==> config.mk <==
export PLATFORM = sky130hd
export DESIGN_NAME = timer_toggle_top
export DESIGN_NICKNAME = d
export VERILOG_FILES = /design/src/core/timer_pkg.sv /design/src/core/timer_link_if.sv /design/src/core/timer_toggle_top.sv /design/src/core/general_down_counter.sv /design/src/core/demod_down_counter.sv
export VERILOG_INCLUDE_DIRS = /design/src /design/src/core
export SDC_FILE = /design/constraint.sdc
export NUM_CORES = 1
export LEC_CHECK = 0
export BUFFER_PORTS_ARGS = -buffer_cell sky130_fd_sc_hd__buf_2
export CORE_ASPECT_RATIO = 1.2
export CORE_MARGIN = 2
export CORE_UTILIZATION = 60
export CTS_CLUSTER_DIAMETER = 40
export DETAILED_ROUTE_END_ITERATION = 10
export PLACE_DENSITY = 0.79
export SLEW_MARGIN = 10
export SYNTH_ARGS = -nofsm -noshare
export SYNTH_HDL_FRONTEND = slang
export SYNTH_SLANG_ARGS = --single-unit
==> constraint.sdc <==
create_clock -name CLK_SYS_I -period 2.05 [get_ports CLK_SYS_I]
set_input_delay 0.41 -clock CLK_SYS_I [delete_from_list [all_inputs] [get_ports CLK_SYS_I]]
set_output_delay 0.41 -clock CLK_SYS_I [all_outputs]
set_load 0.01 [all_outputs]
==> src/core/timer_cfg.svh <==
// Register offsets, field positions, reset values and timing counts of the timer block
`ifndef TIMER_CFG_SVH
`define TIMER_CFG_SVH
`define TMR_ADDR        8'hf1
`define PRE_ADDR        8'hf2
`define START_ADDR      8'hf3
`define DCTL_ADDR       8'hd0
`define DEDGE_ADDR      8'hd1
`define DRLH_ADDR       8'hd2
`define DRLL_ADDR       8'hd3
`define DCAPH_ADDR      8'hd4
`define DCAPL_ADDR      8'hd5
`define TMR_SEL_HI      7
`define TMR_SEL_LO      6
`define TMR_EN_BIT      3
`define TMR_LOAD_BIT    2
`define SEL_OFF         2'b00
`define SEL_GENERAL     2'b10
`define PRE_VAL_HI      7
`define PRE_VAL_LO      2
`define PRE_CONT_BIT    0
`define DCTL_EN_BIT     7
`define DCTL_TO_BIT     5
`define DCTL_CLK_HI     4
`define DCTL_CLK_LO     3
`define DCTL_CAPIE_BIT  2
`define DCTL_TOIE_BIT   1
`define DEDGE_SEL_HI    5
`define DEDGE_SEL_LO    4
`define DEDGE_FALL_ST   1
`define DEDGE_RISE_ST   0
`define REG_RST         8'h00
`define GT_TICK_DIV     4
`endif

==> src/core/timer_pkg.sv <==
// Shared types of the timer block
package timer_pkg;
    typedef logic [7:0] reg_addr_t;
    typedef logic [7:0] byte_t;
    typedef enum logic [1:0] {
        DM_IDLE  = 2'b01,
        DM_COUNT = 2'b10
    } demod_state_t;
endpackage

==> src/core/timer_link_if.sv <==
// Signals between the timer control file and its two counting units
`timescale 1ns/1ps
interface timer_link_if;
    logic       gt_restart;
    logic       gt_phase_clr;
    logic       gt_enable;
    logic       gt_continuous;
    logic [5:0] gt_pre_value;
    logic [7:0] gt_start_value;
    logic       gt_eoc;
    logic       dm_enable;
    logic [1:0] dm_clk_sel;
    logic       dm_rise;
    logic       dm_fall;
    logic [7:0] dm_reload;
    logic       dm_cap_rise;
    logic       dm_cap_fall;
    logic [7:0] dm_cap_value;
    logic       dm_timeout;
    modport gt_ctrl (output gt_restart, gt_phase_clr, gt_enable, gt_continuous,
                     gt_pre_value, gt_start_value, input gt_eoc);
    modport gt_unit (input gt_restart, gt_phase_clr, gt_enable, gt_continuous,
                     gt_pre_value, gt_start_value, output gt_eoc);
    modport dm_ctrl (output dm_enable, dm_clk_sel, dm_rise, dm_fall, dm_reload,
                     input dm_cap_rise, dm_cap_fall, dm_cap_value, dm_timeout);
    modport dm_unit (input dm_enable, dm_clk_sel, dm_rise, dm_fall, dm_reload,
                     output dm_cap_rise, dm_cap_fall, dm_cap_value, dm_timeout);
endinterface

==> src/core/timer_toggle_top.sv <==
// Timer block top: register file, toggle output, demodulation edge logic
`timescale 1ns/1ps
`include "timer_cfg.svh"
module timer_toggle_top
(
    input  wire logic                CLK_SYS_I,
    input  wire logic                RST_N_I,
    input  wire timer_pkg::reg_addr_t REG_ADDR_I,
    input  wire logic                REG_WR_I,
    input  wire timer_pkg::byte_t    REG_WDATA_I,
    input  wire logic                PORT_DATA_BIT_I,
    input  wire logic                PORT_FIVE_DIR_BIT_I,
    input  wire logic                DEMOD_INPUT_I,
    output timer_pkg::byte_t         REG_RDATA_O,
    output logic                     TOGGLE_OUTPUT_PIN_O,
    output logic                     TOGGLE_OUTPUT_PIN_OE_N_O,
    output logic                     COUNTER_END_IRQ_O,
    output logic                     CAPTURE_IRQ_O,
    output logic                     TIMEOUT_IRQ_O
);
    import timer_pkg::*;

    timer_link_if lnk ();

    byte_t tmr_reg, tmr_next;
    byte_t pre_reg, pre_next;
    byte_t start_reg, start_next;
    byte_t dctl_reg, dctl_next;
    byte_t dedge_reg, dedge_next;
    byte_t drlh_reg, drlh_next;
    byte_t drll_reg, drll_next;
    byte_t caph_reg, caph_next;
    byte_t capl_reg, capl_next;
    byte_t rdata_reg, rdata_next;
    logic  phase_clr_reg, phase_clr_next;
    logic  toggle_output_reg, toggle_output_next;
    logic  pin_reg, pin_next;
    logic  oe_n_reg, oe_n_next;
    logic  eoc_irq_reg, eoc_irq_next;
    logic  cap_irq_reg, cap_irq_next;
    logic  to_irq_reg, to_irq_next;
    logic  sync1_reg, sync2_reg, prev_reg;
    logic  rise_reg, rise_next;
    logic  fall_reg, fall_next;
    logic  wr_tmr, wr_dctl, wr_dedge;

    function automatic logic hit(input reg_addr_t a, input reg_addr_t target);
        hit = (a == target);
    endfunction

    // Register file and general timer control
    always_comb
    begin
        wr_tmr         = REG_WR_I & hit(REG_ADDR_I, `TMR_ADDR);
        wr_dctl        = REG_WR_I & hit(REG_ADDR_I, `DCTL_ADDR);
        wr_dedge       = REG_WR_I & hit(REG_ADDR_I, `DEDGE_ADDR);
        tmr_next       = tmr_reg;
        pre_next       = pre_reg;
        start_next     = start_reg;
        drlh_next      = drlh_reg;
        drll_next      = drll_reg;
        phase_clr_next = 1'b0;
        tmr_next[`TMR_LOAD_BIT] = 1'b0;
        // Single pass ends by dropping count-enable
        if (lnk.gt_eoc && !pre_reg[`PRE_CONT_BIT])
        begin
            tmr_next[`TMR_EN_BIT] = 1'b0;
        end
        if (wr_tmr)
        begin
            tmr_next = REG_WDATA_I;
            // Enabling from rest restarts the tick phase
            phase_clr_next = REG_WDATA_I[`TMR_EN_BIT] & ~tmr_reg[`TMR_EN_BIT];
        end
        if (REG_WR_I && hit(REG_ADDR_I, `PRE_ADDR))
        begin
            pre_next = REG_WDATA_I;
        end
        if (REG_WR_I && hit(REG_ADDR_I, `START_ADDR))
        begin
            start_next = REG_WDATA_I;
        end
        if (REG_WR_I && hit(REG_ADDR_I, `DRLH_ADDR))
        begin
            drlh_next = REG_WDATA_I;
        end
        if (REG_WR_I && hit(REG_ADDR_I, `DRLL_ADDR))
        begin
            drll_next = REG_WDATA_I;
        end
    end

    // Toggle output and pin
    always_comb
    begin
        toggle_output_next    = toggle_output_reg;
        eoc_irq_next = lnk.gt_eoc;
        if (wr_tmr && REG_WDATA_I[`TMR_LOAD_BIT])
        begin
            toggle_output_next = 1'b1;
        end
        else if (lnk.gt_eoc && tmr_reg[`TMR_SEL_HI:`TMR_SEL_LO] == `SEL_GENERAL)
        begin
            // Equal halves in continuous mode give the even duty cycle
            toggle_output_next = ~toggle_output_reg;
        end
        if (tmr_reg[`TMR_SEL_HI:`TMR_SEL_LO] == `SEL_OFF)
        begin
            pin_next = PORT_DATA_BIT_I;
        end
        else
        begin
            pin_next = toggle_output_next;
        end
        // Direction bit set means input, so the pin is released
        oe_n_next = PORT_FIVE_DIR_BIT_I;
    end

    // Demodulation edges, status flags and captures
    always_comb
    begin
        rise_next    = sync2_reg & ~prev_reg & dedge_reg[`DEDGE_SEL_LO];
        fall_next    = ~sync2_reg & prev_reg & dedge_reg[`DEDGE_SEL_HI];
        dctl_next    = dctl_reg;
        dedge_next   = dedge_reg;
        caph_next    = caph_reg;
        capl_next    = capl_reg;
        cap_irq_next = (lnk.dm_cap_rise | lnk.dm_cap_fall) & dctl_reg[`DCTL_CAPIE_BIT];
        to_irq_next  = lnk.dm_timeout & dctl_reg[`DCTL_TOIE_BIT];
        if (wr_dctl)
        begin
            dctl_next = {REG_WDATA_I[7:6], dctl_reg[`DCTL_TO_BIT] & ~REG_WDATA_I[`DCTL_TO_BIT],
                         REG_WDATA_I[4:0]};
        end
        if (wr_dedge)
        begin
            dedge_next = {REG_WDATA_I[7:2], dedge_reg[1:0] & ~REG_WDATA_I[1:0]};
        end
        // Hardware set wins over a software clear in the same cycle
        if (lnk.dm_timeout)
        begin
            dctl_next[`DCTL_TO_BIT] = 1'b1;
        end
        if (lnk.dm_cap_rise)
        begin
            capl_next = lnk.dm_cap_value;
            dedge_next[`DEDGE_RISE_ST] = 1'b1;
        end
        if (lnk.dm_cap_fall)
        begin
            caph_next = lnk.dm_cap_value;
            dedge_next[`DEDGE_FALL_ST] = 1'b1;
        end
    end

    // Read data, registered one cycle after the address
    always_comb
    begin
        unique case (REG_ADDR_I)
            `TMR_ADDR:   rdata_next = tmr_reg;
            `PRE_ADDR:   rdata_next = pre_reg;
            `START_ADDR: rdata_next = start_reg;
            `DCTL_ADDR:  rdata_next = dctl_reg;
            `DEDGE_ADDR: rdata_next = dedge_reg;
            `DRLH_ADDR:  rdata_next = drlh_reg;
            `DRLL_ADDR:  rdata_next = drll_reg;
            `DCAPH_ADDR: rdata_next = caph_reg;
            `DCAPL_ADDR: rdata_next = capl_reg;
            default:     rdata_next = 8'h00;
        endcase
    end

    always_ff @(posedge CLK_SYS_I or negedge RST_N_I)
    begin
        if (!RST_N_I)
        begin
            tmr_reg       <= `REG_RST;
            pre_reg       <= `REG_RST;
            start_reg     <= `REG_RST;
            dctl_reg      <= `REG_RST;
            dedge_reg     <= `REG_RST;
            drlh_reg      <= `REG_RST;
            drll_reg      <= `REG_RST;
            caph_reg      <= `REG_RST;
            capl_reg      <= `REG_RST;
            rdata_reg     <= `REG_RST;
            phase_clr_reg <= 1'b0;
            toggle_output_reg      <= 1'b1;
            pin_reg       <= 1'b0;
            oe_n_reg      <= 1'b1;
            eoc_irq_reg   <= 1'b0;
            cap_irq_reg   <= 1'b0;
            to_irq_reg    <= 1'b0;
            sync1_reg     <= 1'b0;
            sync2_reg     <= 1'b0;
            prev_reg      <= 1'b0;
            rise_reg      <= 1'b0;
            fall_reg      <= 1'b0;
        end
        else
        begin
            tmr_reg       <= tmr_next;
            pre_reg       <= pre_next;
            start_reg     <= start_next;
            dctl_reg      <= dctl_next;
            dedge_reg     <= dedge_next;
            drlh_reg      <= drlh_next;
            drll_reg      <= drll_next;
            caph_reg      <= caph_next;
            capl_reg      <= capl_next;
            rdata_reg     <= rdata_next;
            phase_clr_reg <= phase_clr_next;
            toggle_output_reg      <= toggle_output_next;
            pin_reg       <= pin_next;
            oe_n_reg      <= oe_n_next;
            eoc_irq_reg   <= eoc_irq_next;
            cap_irq_reg   <= cap_irq_next;
            to_irq_reg    <= to_irq_next;
            sync1_reg     <= DEMOD_INPUT_I;
            sync2_reg     <= sync1_reg;
            prev_reg      <= sync2_reg;
            rise_reg      <= rise_next;
            fall_reg      <= fall_next;
        end
    end

    // The stored load bit is itself the one-cycle load pulse
    assign lnk.gt_restart     = tmr_reg[`TMR_LOAD_BIT];
    assign lnk.gt_phase_clr   = phase_clr_reg;
    assign lnk.gt_enable      = tmr_reg[`TMR_EN_BIT];
    assign lnk.gt_continuous  = pre_reg[`PRE_CONT_BIT];
    assign lnk.gt_pre_value   = pre_reg[`PRE_VAL_HI:`PRE_VAL_LO];
    assign lnk.gt_start_value = start_reg;
    assign lnk.dm_enable      = dctl_reg[`DCTL_EN_BIT];
    assign lnk.dm_clk_sel     = dctl_reg[`DCTL_CLK_HI:`DCTL_CLK_LO];
    assign lnk.dm_rise        = rise_reg;
    assign lnk.dm_fall        = fall_reg;
    assign lnk.dm_reload      = drlh_reg;

    general_down_counter #(
        .TICK_DIV (`GT_TICK_DIV)
    ) u_general (
        .clk_i   (CLK_SYS_I),
        .rst_n_i (RST_N_I),
        .lnk     (lnk)
    );

    demod_down_counter u_demod (
        .clk_i   (CLK_SYS_I),
        .rst_n_i (RST_N_I),
        .lnk     (lnk)
    );

    assign REG_RDATA_O              = rdata_reg;
    assign TOGGLE_OUTPUT_PIN_O      = pin_reg;
    assign TOGGLE_OUTPUT_PIN_OE_N_O = oe_n_reg;
    assign COUNTER_END_IRQ_O        = eoc_irq_reg;
    assign CAPTURE_IRQ_O            = cap_irq_reg;
    assign TIMEOUT_IRQ_O            = to_irq_reg;
endmodule

==> src/core/general_down_counter.sv <==
// Prescaler and 8-bit general down-counter with end-of-count pulse
`timescale 1ns/1ps
`include "timer_cfg.svh"
module general_down_counter
#(
    parameter int TICK_DIV = `GT_TICK_DIV
)
(
    input  wire logic     clk_i,
    input  wire logic     rst_n_i,
    timer_link_if.gt_unit lnk
);
    import timer_pkg::*;
    localparam int PW = (TICK_DIV < 2) ? 1 : $clog2(TICK_DIV);
    if (TICK_DIV < 2)
    begin : g_chk
        $error("TICK_DIV must be at least 2");
    end

    logic [PW-1:0] phase_reg, phase_next;
    logic [5:0]    pre_reg, pre_next;
    logic [7:0]    cnt_reg, cnt_next;
    logic          eoc_reg, eoc_next;

    always_comb
    begin
        phase_next = phase_reg;
        pre_next   = pre_reg;
        cnt_next   = cnt_reg;
        eoc_next   = 1'b0;
        if (lnk.gt_restart)
        begin
            // Retrigger: counting restarts from the start values
            phase_next = '0;
            pre_next   = lnk.gt_pre_value;
            cnt_next   = lnk.gt_start_value;
        end
        else if (lnk.gt_phase_clr)
        begin
            phase_next = '0;
        end
        else if (lnk.gt_enable)
        begin
            if (phase_reg == PW'(TICK_DIV - 1))
            begin
                phase_next = '0;
                // Value 0 wraps to 63 or 255, so it divides by 64 or 256
                if (pre_reg == 6'h01)
                begin
                    pre_next = lnk.gt_pre_value;
                    if (cnt_reg == 8'h01)
                    begin
                        eoc_next = 1'b1;
                        cnt_next = lnk.gt_start_value;
                    end
                    else
                    begin
                        cnt_next = cnt_reg - 8'h01;
                    end
                end
                else
                begin
                    pre_next = pre_reg - 6'h01;
                end
            end
            else
            begin
                phase_next = phase_reg + PW'(1);
            end
        end
    end

    always_ff @(posedge clk_i or negedge rst_n_i)
    begin
        if (!rst_n_i)
        begin
            phase_reg <= '0;
            pre_reg   <= 6'h00;
            cnt_reg   <= 8'h00;
            eoc_reg   <= 1'b0;
        end
        else
        begin
            phase_reg <= phase_next;
            pre_reg   <= pre_next;
            cnt_reg   <= cnt_next;
            eoc_reg   <= eoc_next;
        end
    end

    assign lnk.gt_eoc = eoc_reg;
endmodule

==> src/core/demod_down_counter.sv <==
// Demodulation down-counter: edge start, capture, reload and time-out
`timescale 1ns/1ps
`include "timer_cfg.svh"
module demod_down_counter
(
    input  wire logic     clk_i,
    input  wire logic     rst_n_i,
    timer_link_if.dm_unit lnk
);
    import timer_pkg::*;

    demod_state_t state_reg, state_next;
    logic [7:0]   count_reg, count_next;
    logic [2:0]   div_reg, div_next;
    logic [7:0]   capv_reg, capv_next;
    logic         caprise_reg, caprise_next;
    logic         capfall_reg, capfall_next;
    logic         to_reg, to_next;
    logic [2:0]   mask;
    logic         tick;
    logic         edge_seen;

    always_comb
    begin
        mask         = (3'b001 << lnk.dm_clk_sel) - 3'b001;
        tick         = ((div_reg & mask) == 3'b000);
        edge_seen    = lnk.dm_rise | lnk.dm_fall;
        state_next   = state_reg;
        count_next   = count_reg;
        div_next     = div_reg + 3'b001;
        capv_next    = capv_reg;
        caprise_next = 1'b0;
        capfall_next = 1'b0;
        to_next      = 1'b0;
        if (!lnk.dm_enable)
        begin
            state_next = DM_IDLE;
            count_next = lnk.dm_reload;
            div_next   = 3'b000;
        end
        else
        begin
            unique case (state_reg)
                DM_IDLE:
                begin
                    if (edge_seen)
                    begin
                        state_next = DM_COUNT;
                        count_next = lnk.dm_reload;
                        div_next   = 3'b000;
                    end
                end
                DM_COUNT:
                begin
                    if (edge_seen)
                    begin
                        capv_next    = ~count_reg;
                        caprise_next = lnk.dm_rise;
                        capfall_next = lnk.dm_fall;
                        count_next   = lnk.dm_reload;
                        div_next     = 3'b000;
                    end
                    else if (tick)
                    begin
                        count_next = count_reg - 8'h01;
                        // Wraps to all ones on the following tick
                        to_next    = (count_reg == 8'h01);
                    end
                end
            endcase
        end
    end

    always_ff @(posedge clk_i or negedge rst_n_i)
    begin
        if (!rst_n_i)
        begin
            state_reg   <= DM_IDLE;
            count_reg   <= 8'h00;
            div_reg     <= 3'b000;
            capv_reg    <= 8'h00;
            caprise_reg <= 1'b0;
            capfall_reg <= 1'b0;
            to_reg      <= 1'b0;
        end
        else
        begin
            state_reg   <= state_next;
            count_reg   <= count_next;
            div_reg     <= div_next;
            capv_reg    <= capv_next;
            caprise_reg <= caprise_next;
            capfall_reg <= capfall_next;
            to_reg      <= to_next;
        end
    end

    assign lnk.dm_cap_rise  = caprise_reg;
    assign lnk.dm_cap_fall  = capfall_reg;
    assign lnk.dm_cap_value = capv_reg;
    assign lnk.dm_timeout   = to_reg;
endmodule

# == Word level (Yosys, flattened, before mapping) ==
# Cells that the tools add are included.
# classes
n_addsub,6
mux,54
eq_ne,21
shift,1
bitwise_logic,22
n_reduce_logical,24
# op_table
op,count
$mux W8,10
$eq A8 B8 Y1 const B,9
$pmux W8 S9,1
$mux W6,6
$mux W1,24
$eq A8 B1 Y1 const B,2
$mux W2,8
$pmux W8 S2,1
$sub A8 B1 Y8 const B,2
$reduce_bool A2 Y1,7
$and A1 B1 Y1,11
$mux W3,3
$not A8 Y8,1
$logic_and A1 B1 Y1,7
$eq A2 B2 Y1 const B,3
$eq A6 B1 Y1 const B,1
$reduce_and A3 Y1,2
$sub A6 B1 Y6 const B,1
$not A1 Y1,5
$mux W4,1
$ne A2 B1 Y1 const B,2
$ne A4 B2 Y1 const B,1
$reduce_and A2 Y1,2
$reduce_and A4 Y1,1
16 further kinds,17
# word_totals
reg_bits,133
word_cells,166

# == Logic depth before layout (Yosys ltp) ==
# Gate-level depths: netlist of run 1.
# logic_depth
depth_word,8
depth_mapped,7
depth_no_buf,6

# == By module ==
# Synthesis of run 1 repeated with hierarchy kept, for this count alone.
# hier_totals
cells_unflattened,573
hier_area_um2,6588.8
# by_module_without_submodules
module,cells_per_inst,area_per_inst_um2,seq_area_each_um2,instances
timer_toggle_top,308,4086.4,2304.7,1
demod_down_counter,131,1265.0,601.8,1
general_down_counter,134,1237.4,425.4,1

# == Least setup slack after synthesis of run 1 ==
# No wires, ideal clock.
# synth_timing
kind,in2reg
start,input REG_ADDR_I[2]
end,register pre_reg[0]
setup_time_ns,0.125
path_buffers,2
arrival_ns,1.877
required_time_ns,1.925
slack_ns,0.048
stages,5
path_cell_list,buf_2 -> or4b_1 -> buf_2 -> nor3_4 -> mux2_2
# synth_between
elab_chain_len,2
# synth_lines
element,line,rtl
"start, declared",timer_toggle_top.sv:8,"input wire timer_pkg::reg_addr_t REG_ADDR_I,"
$eq A8 B8 Y1,timer_toggle_top.sv:48,hit = (a == target);
$logic_and A1 B1 Y1,timer_toggle_top.sv:75,"if (REG_WR_I && hit(REG_ADDR_I, `PRE_ADDR))"
"end signal, assigned",timer_toggle_top.sv:178,pre_reg <= `REG_RST;
"end signal, assigned",timer_toggle_top.sv:203,pre_reg <= pre_next;
"end, declared",timer_toggle_top.sv:26,"byte_t pre_reg, pre_next;"
# No other way between the ends.
# A chain may end at the register's enable or synchronous reset.

# == Final worst setup path of run 1 ==
# layout_timing
start,register u_general.cnt_reg[0]
end,register u_general.cnt_reg[0]
# layout_between
elab_chain_len,7
word_cells_on_any_way,8
classes_between,add/sub (1); eq/ne (1); mux (6)
# layout_lines
element,line,rtl
"start, declared",general_down_counter.sv:22,"logic [7:0] cnt_reg, cnt_next;"
"start signal, assigned",general_down_counter.sv:86,cnt_reg <= cnt_next;
$sub A8 B1 Y8 or $eq A8 B1 Y1 (tied branches),"general_down_counter.sv:58, general_down_counter.sv:51",
$mux W8 *,general_down_counter.sv:51,if (cnt_reg == 8'h01)
$mux W8 *,general_down_counter.sv:48,if (pre_reg == 6'h01)
$mux W8 *,general_down_counter.sv:44,if (phase_reg == PW'(TICK_DIV - 1))
$mux W8 *,general_down_counter.sv:42,else if (lnk.gt_enable)
$mux W8 *,general_down_counter.sv:38,else if (lnk.gt_phase_clr)
$mux W8 *,general_down_counter.sv:31,if (lnk.gt_restart)
# Mark *: on every way between the ends. The rest lies on a longest branch, timed or not. The select of a mux whose other input is x is not followed.

==> results_dict.tcl, run 1 <==
set metrics [dict create \
    drt-total-wl_um 15400 \
    seqPwrFrac_pct 43.5 \
    status "completed" \
    hp-start "PORT_FIVE_DIR_BIT_I" \
    fin_nets 627 \
    synth-seq-area-share_pct 52.7 \
    cts_tree "built" \
    cp.arrival_ns 2.27 \
    pwr-share-clk_pct 45.2 \
    period_minus_slack_ns 1.97 \
    yosysTopAreaCell "dfrtp_1" \
    crit_fanout 6 \
    io_buffers 34 \
    fin_tns_setup_ns 0 \
    fin_util_pct 71.9 \
    grt_antenna_before_repair 1 \
    drc 0 \
    cap_violations 0 \
    synth_top_area_share_pct 51.4 \
    ys_warn_count 0 \
    netlist_area_sq_um 6330 \
    ys_types 71 \
    cts_made_buffers 17 \
    post-route-period-util_pct 96.3 \
    clock_sinks 133 \
    crit_path_start_kind "flip-flop" \
    cellLeakagePower_uw 0.00363 \
    intPower_uw 5080 \
    root_buffer "clkbuf_16" \
    worst_ep_required_time_ns 2.34 \
    vias 4663 \
    ir_worst_vdd_mv 0.522 \
    cts.clk_slew.worst_paths_ns 0.05 \
    maxClockFrequency_mhz 506 \
    dr.first_iter.drc_count 242 \
    post-cts-setup-buffers 0 \
    timing.rr.start "u_general.cnt_reg[0]$_DFFE_PN0P_" \
    gp_congestion 0.955 \
    track_usage_pct 28.8 \
    grt_max_degree 66 \
    power.share.combinational_pct 11.4 \
    area_growth_pct 18.4 \
    crit_family "compound AO/OA/AOI/OAI gates" \
    critPathBufInv 1 \
    clockBufferDepth 2 \
    fillers 694 \
    fin_area_sq_um 7490 \
    dp_hpwl_um 11200 \
    die_area_sq_um 11400 \
    gr-total-overflow 0 \
    slowest_stage "a21oi_1" \
    core_sq_um 10400 \
    post_drt_wl_per_cell_um 20.8 \
    syn_avg_cell_area_sq_um 12.0 \
    p_sw_share_pct 24.8 \
    fp.dieH_um 116 \
    p_per_area_nw_per_um2 901 \
    path_class "reg2reg" \
    row_count 41 \
    grt_setup_unrepaired "false" \
    via_per_inst 6.30 \
    ant_nets 0 \
    fin_skew_ns 0.00931 \
    final_cell_mix "dfrtp_1 (130), mux2_2 (74), nand2_1 (37)" \
    synth_seq_cells 133 \
    pre_cts_ws_ns -0.0217 \
    yosys-top-cells-area "dfrtp_1 (51%), mux2_2 (13%), mux2i_1 (2.8%)" \
    start_util_pct 60.8 \
    final_common_cell "dfrtp_1" \
    synth_enable_flop_cells 0 \
    grt_pass1_vias 4818 \
    fp.dieW_um 97.7 \
    max_slew_margin_pct 61.7 \
    power.switching_uw 1670 \
    tightestPinTransition_ns 0.575 \
    path_cells "ha_1, nor4b_2, buf_4, a21oi_1, nor3b_1, a211o_1" \
    dpl_cell_area_sq_um 6880 \
    hold_path_class "in2reg" \
    layout-drive-gt1-share_pct 31.3 \
    report.final.slew_viol_count 0 \
    startpoint "u_general.cnt_reg[0]$_DFFE_PN0P_" \
    critPathMaxStageDelay_ns 0.46 \
    synth-main-ff-cell "dfrtp_1" \
    grt_pass1_wl_um 24700 \
    first_pass_iters 5 \
    synthArstFlopShare_pct 100 \
    finalSetupViolCount 0 \
    h-tree-depth 4 \
    clk_latency_ns 0.42 \
    syn_inst 529 \
    setup_ws_ns 0.0754 \
    syn-num-nets 559 \
    endpoint_kind "flip-flop" \
    io-pin-count 35 \
    hold_viol 0 \
]
[routing by layer]
layer	track usage (%)	wire (um)	vias up
met5	0	0	-
met4	16.0	681	0
met3	6.46	739	54
met2	51.3	8090	149
met1	32.3	5890	2334
li1	-	-	2126
[repair_timing]
action / in CTS / in global routing
gates resized for setup: 0 / 1
endpoints found under the setup margin: 0 / 1
hold buffers: 1 / 0
endpoints found under the hold margin: 22 / 0
[cell families after synthesis]
family / count (synthesis) / share of synthesized area, %
flip-flops: 133 / 52.7
multiplexers: 94 / 16.6
adder cells (fa/ha/maj): 8 / 1.58
XOR/XNOR: 2 / 0.277
AO/OA/AOI/OAI: 121 / 13.2
buffers and inverters: 37 / 2.67
AND/OR/NAND/NOR: 134 / 13.0
[cell type report]
cell class	count	area (sq um)	share of cell area (%)
repair buffers	69	504	6.73
clock buffers	23	468	6.25
flip-flops and latches	133	3330	44.5
clock inverters	9	128	1.70
diodes	1	2.50	0.0334
well taps	129	161	2.16
inverters	17	63.8	0.852
multi-input cells	359	2830	37.8
[power by group through the flow]
stage               Sequential (uW)  Clock, uW  Combinational (uW)
floorplan                      2920          0                 496
global placement               2960          0                 723
detailed placement             2970          0                 757
CTS                            2930       3100                 766
global route                   2950       3210                 851
finish                         2930       3050                 766
[cell usage after synthesis (all sizes together), types with 5 or more instances]
cell      n
buf       9
dfrtp   130
a21oi    17
inv      17
ha        8
clkbuf   11
nand2b    7
o22a      5
o211ai    7
a22oi     8
mux2i    18
nor4      7
nor2     16
a31oi     5
nand3     6
nor2b     5
nor3     19
mux2     75
a21o      5
and3      5
o21ai    30
nand2    38
[per-stage QoR]
step                      cells  power, uW  hold slack (ns)
final                       740       6750           0.0919
after CTS                   739       6790           0.0726
after floorplan             529       3420            0.114
after global placement      706       3690            0.280
after global routing        739       7010           0.0873
after detailed placement    706       3730            0.286
[path summary, 6_finish.rpt]
kind	to	slack, ns	depth (start not counted)
hold reg to reg	sync2_reg$_DFF_PN0_	0.35	0
setup reg to reg	u_general.cnt_reg[0]$_DFFE_PN0P_	0.08	6
setup / recovery	u_general.cnt_reg[0]$_DFFE_PN0P_	0.08	6
max in group asynchronous	TOGGLE_OUTPUT_PIN_OE_N_O$_DFF_PN1_	0.96	3
hold / removal	TOGGLE_OUTPUT_PIN_OE_N_O$_DFF_PN1_	0.09	1
min in group asynchronous	pre_reg[6]$_DFFE_PN0P_	0.42	2
(Power assumes the default switching activity.)
==> inputs of run 2 (changes only) <==
- BUFFER_PORTS_ARGS: -buffer_cell sky130_fd_sc_hd__buf_2 -> default
- DONT_BUFFER_PORTS: default -> 1
- PLACE_DENSITY: 0.79 -> 0.76
==> run 2 against run 1 <==
The run now ends with negative hold slack left. Critical path depth shrank 2. Sequential power is essentially flat. Utilization shrank 3.3 points. Via count shrank 3.8%. Largest cell class unchanged.
==> results_dict.tcl, run 2 (synthesis results as in run 1) <==
set metrics [dict create \
    hold_path_class "in2async" \
    dp_hpwl_um 10600 \
    status "finished, violations left" \
    cts_tree "built" \
    final-seq-area_sq_um 3330 \
    endpoint_kind "flip-flop" \
    final_common_cell "dfrtp_1" \
    drt-total-wl_um 15400 \
    fp.dieH_um 116 \
    ir_worst_vdd_mv 0.443 \
    cts.clk_slew.worst_paths_ns 0.06 \
    h-tree-depth 4 \
    fillers 743 \
    via_per_inst 6.47 \
    vias 4484 \
    max_slew_margin_pct 48.6 \
    period_minus_slack_ns 1.87 \
    first_pass_iters 6 \
    die_area_sq_um 11400 \
    hold_viol 133 \
    fin_skew_ns 0.00754 \
    fin_nets 581 \
    core_sq_um 10400 \
    row_count 41 \
    grt_pass1_wl_um 23900 \
    cap_violations 0 \
    crit_path_start_kind "flip-flop" \
    timing.rr.start "fall_reg$_DFF_PN0_" \
    cellLeakagePower_uw 0.00339 \
    grt_setup_unrepaired "false" \
    final_cell_mix "dfrtp_1 (130), mux2_2 (74), nand2_1 (37)" \
    area_growth_pct 12.9 \
    p_per_area_nw_per_um2 915 \
    rrSetupSlack_ns 0.18 \
    cp.arrival_ns 2.17 \
    ant_nets 0 \
    track_usage_pct 28.0 \
    clk_latency_ns 0.42 \
    path_class "reg2reg" \
    multi_input_area_sq_um 2830 \
    start_util_pct 60.8 \
    tightestPinTransition_ns 0.752 \
    crit_fanout 7 \
    fin_tns_setup_ns 0 \
    dr.first_iter.drc_count 342 \
    io_buffers 0 \
    r2r.worst_path.cells 4 \
    clock_sinks 133 \
    fp.dieW_um 97.7 \
    io-pin-count 35 \
    root_buffer "clkbuf_16" \
    cts_resized 0 \
    gr-total-overflow 0 \
    antenna_cells 0 \
    grt_max_degree 134 \
    gp_congestion 0.968 \
    finalSetupViolCount 0 \
    worst_ep_required_time_ns 2.35 \
    drc 0 \
    grt_pass1_vias 4528 \
    clockBufferDepth 2 \
    fin_util_pct 68.6 \
    grt_antenna_before_repair 0 \
    cts_made_buffers 17 \
    rr_endpoint "u_demod.count_reg[7]$_DFFE_PN0P_" \
    post-route-period-util_pct 91.2 \
    post_drt_wl_per_cell_um 22.2 \
    maxClockFrequency_mhz 535 \
    whs_ns -0.322 \
    layout-drive-gt1-share_pct 26.1 \
    report.final.slew_viol_count 0 \
    violations "negative hold slack" \
]
[run 2: changes by cell type in the layout (fill, tap and decap cells not counted), moves of 2 or more]
cell      before  now
buf_2         33    0
buf_4         29   21
buf_12         5    0
clkinv_4       0    5
clkbuf_1       4    0
clkbuf_8       2    0
[run 2: final cells by class]
class | instances | area share, %
Clock buffer | 17 | 5.95
Clock inverter | 15 | 2.21
Inverter | 17 | 0.893
Multi-Input combinational cell | 359 | 39.6
Sequential cell | 133 | 46.6
Tap cell | 129 | 2.26
Timing Repair Buffer | 23 | 2.49
[run 2: worst max path at each step]
stage / slack, ns / to / cells after the start / startpoint
after global placement: 0.05 / pre_reg[2]$_DFFE_PN0P_ / 3 / REG_ADDR_I[0]
after detailed placement: 0.02 / pre_reg[5]$_DFFE_PN0P_ / 3 / REG_ADDR_I[0]
final: 0.18 / u_demod.count_reg[7]$_DFFE_PN0P_ / 4 / fall_reg$_DFF_PN0_
after floorplan: 0.05 / pre_reg[0]$_DFFE_PN0P_ / 5 / REG_ADDR_I[2]
after CTS: 0.18 / u_demod.count_reg[5]$_DFFE_PN0P_ / 4 / fall_reg$_DFF_PN0_
after global routing: 0.07 / u_general.cnt_reg[0]$_DFFE_PN0P_ / 7 / u_general.pre_reg[1]$_DFFE_PN0P_
[run 2: layer usage]
metal | vias up | GRT usage (%) | share of wire, %
met2 | 144 | 50.6 | 53
li1 | 2015 | - | -
met5 | - | 0 | 0
met4 | 0 | 13.5 | 3.6
met1 | 2278 | 30.9 | 38
met3 | 47 | 7.30 | 5.4
[run 2: worst max-delay path, stage by stage, from the launching register on]
cell	delay, ns
dfrtp_1	0.40
or3b_2	0.52
o21bai_1	0.30
buf_4	0.21
o32a_1	0.32
[run 2: timing repair]
item	in CTS	in global routing
endpoints found under the hold margin	134	134
hold buffers	1	1
buffers inserted	0	0
[run 2: metrics by stage]
stage / instance area [sq um] / total power [uW] / std cells / hold slack [ns] / setup slack, ns
2_1_floorplan: 6330 / 3420 / 529 / 0.114 / 0.0485
3_3_place_gp: 6540 / 3550 / 659 / 0.118 / 0.0475
3_5_place_dp: 6540 / 3580 / 659 / 0.118 / 0.0222
5_1_grt: 7140 / 6760 / 693 / -0.333 / 0.0747
4_1_cts: 7130 / 6540 / 692 / -0.330 / 0.179
6_report: 7140 / 6540 / 693 / -0.322 / 0.180
[run 2: report_power, final]
group | total [uW] | switching (uW) | leakage [uW] | internal (uW)
sequential | 2930 | 155 | 0.00179 | 2780
clock | 2980 | 1190 | 0.000275 | 1790
combinational | 618 | 332 | 0.00132 | 286
total | 6540 | 1680 | 0.00339 | 4850
==> inputs of run 3 (changes only) <==
- CORE_ASPECT_RATIO: 1.2 -> default
- CTS_CLUSTER_DIAMETER: 40 -> 150
- SLEW_MARGIN: 10 -> default
==> run 3 against run 2 <==
Global-route usage increased by 0.57 points. Register-to-register slack improved by 0.02 ns. Non-clock buffer count increased by 1. Final cell count increased by 1.2%. Routed wire length decreased by 2.3%. Clock-buffer cell count increased by 2. Flip-flop and latch count unchanged. Sequential share of layout area decreased by 0.15 points. The run still ends with negative hold slack left. Critical path type unchanged. Setup slack improved by 0.016 ns. Via count increased by 0.80%. Largest cell class unchanged. Die area about the same. Clock power decreased by 4%.
==> results_dict.tcl, run 3 (synthesis results as in run 1) <==
set metrics [dict create \
    grt_max_degree 134 \
    clock_sinks 133 \
    maxClockFrequency_mhz 539 \
    dr.first_iter.drc_count 325 \
    worst_ep_required_time_ns 2.47 \
    cts_resized 0 \
    status "finished, violations left" \
    h-tree-depth 4 \
    violations "negative hold slack" \
    pre_cts_ws_ns 0.0362 \
    report.final.slew_viol_count 0 \
    period_minus_slack_ns 1.85 \
    post-route-period-util_pct 90.5 \
    track_usage_pct 28.5 \
    fin_skew_ns 0.00795 \
    fin_area_sq_um 7170 \
    cap_violations 0 \
    whs_ns -0.435 \
    row_count 37 \
    gp_congestion 0.879 \
    rrSetupSlack_ns 0.20 \
    die_area_sq_um 11400 \
    core_sq_um 10300 \
    via_per_inst 6.45 \
    cts_tree "built" \
    layout-drive-gt1-share_pct 25.1 \
    clockBufferDepth 2 \
    root_buffer "clkbuf_8" \
    grt_antenna_before_repair 0 \
    dp_hpwl_um 10300 \
    cts_made_buffers 17 \
    endpoint_kind "flip-flop" \
    post_drt_wl_per_cell_um 21.4 \
    io-pin-count 35 \
    setup_ws_ns 0.196 \
    crit_path_start_kind "flip-flop" \
    drt-total-wl_um 15000 \
    r2r.worst_path.cells 4 \
    drc 0 \
    vias 4520 \
    fillers 755 \
    final_cell_mix "dfrtp_1 (130), mux2_2 (74), nand2_1 (37)" \
    hold_viol 133 \
    path_class "reg2reg" \
    cts.clk_slew.worst_paths_ns 0.06 \
    grt_pass1_vias 4408 \
    fp.dieH_um 107 \
    antenna_cells 0 \
    fp.dieW_um 107 \
    crit_fanout 6 \
    tightestPinTransition_ns 0.642 \
    finalSetupViolCount 0 \
    ant_nets 0 \
    first_pass_iters 5 \
    hold_path_class "in2async" \
    grt_pass1_wl_um 24000 \
    fin_nets 582 \
    ir_worst_vdd_mv 0.696 \
    grt_setup_unrepaired "false" \
    max_slew_margin_pct 56.8 \
    final_common_cell "dfrtp_1" \
    cp.arrival_ns 2.27 \
    start_util_pct 61.6 \
    clk_latency_ns 0.54 \
    dpl_cell_area_sq_um 6530 \
    p_per_area_nw_per_um2 891 \
    area_growth_pct 13.3 \
    gr-total-overflow 0 \
    fin_tns_setup_ns 0 \
    io_buffers 0 \
    cellLeakagePower_uw 0.00338 \
]
[run 3: changes by cell type in the layout (fill, tap and decap cells not counted)]
| cell | before | now |
|---|---|---|
| clkinv_2 | 3 | 2 |
| buf_12 | 0 | 1 |
| dlygate4sd3_1 | 2 | 8 |
| bufinv_16 | 2 | 1 |
| buf_4 | 21 | 15 |
| clkinv_4 | 5 | 1 |
| clkinvlp_4 | 4 | 5 |
| clkbuf_8 | 0 | 3 |
| clkbuf_16 | 17 | 16 |
| inv_6 | 1 | 4 |
[run 3: through the flow]
step / cells / util [%] / total power, uW
final: 701 / 69.7 / 6390
after floorplan: 529 / - / 3420
after detailed placement: 661 / 63.5 / 3560
after global routing: 701 / 69.7 / 6640
after global placement: 661 / 63.5 / 3520
after CTS: 698 / 69.5 / 6410
[run 3: cell type report]
cell class,count,area (sq um),share of cell area (%)
tap,136,170,2.37
sequential,133,3330,46.5
clock inverter,13,121,1.69
multi-input combinational,359,2830,39.4
inverter,17,63.8,0.890
timing repair buffer,24,213,2.97
clock buffer,19,442,6.16
[run 3: layer usage]
metal | part of all wire (%) | global-route usage (%)
met1 | 43 | 40.4
met3 | 7.6 | 7.60
met4 | 2.7 | 11.1
met5 | 0 | 0
met2 | 46 | 42.4
[run 3: critical path, cell delays in order, from the launching register on]
cell and delay [ns]:
dfrtp_1 0.40, or3b_2 0.52, o21bai_1 0.28, buf_4 0.21
o32a_1 0.33
[run 3: timing repair]
action,in CTS,in global routing
setup buffers,0,0
setup endpoints to repair,0,0
endpoints found under the hold margin,140,137
hold buffers,5,3
[run 3: worst paths after layout]
kind / start / to
setup / recovery: fall_reg$_DFF_PN0_ / u_demod.count_reg[6]$_DFFE_PN0P_
hold / removal: RST_N_I / u_demod.lnk.dm_cap_value[5]$_DFFE_PN0P_
setup reg to reg: fall_reg$_DFF_PN0_ / u_demod.count_reg[6]$_DFFE_PN0P_
hold reg to reg: sync1_reg$_DFF_PN0_ / sync2_reg$_DFF_PN0_
max in group asynchronous: RST_N_I / toggle_output_reg$_DFF_PN1_
min in group CLK_SYS_I: REG_WDATA_I[0] / pre_reg[0]$_DFFE_PN0P_
[run 3: power breakdown]
| group | switching [uW] | internal, uW | leakage, uW |
|---|---|---|---|
| registers | 158 | 2780 | 0.00179 |
| clock network | 1170 | 1680 | 0.000264 |
| logic | 318 | 289 | 0.00132 |
| total | 1640 | 4750 | 0.00338 |
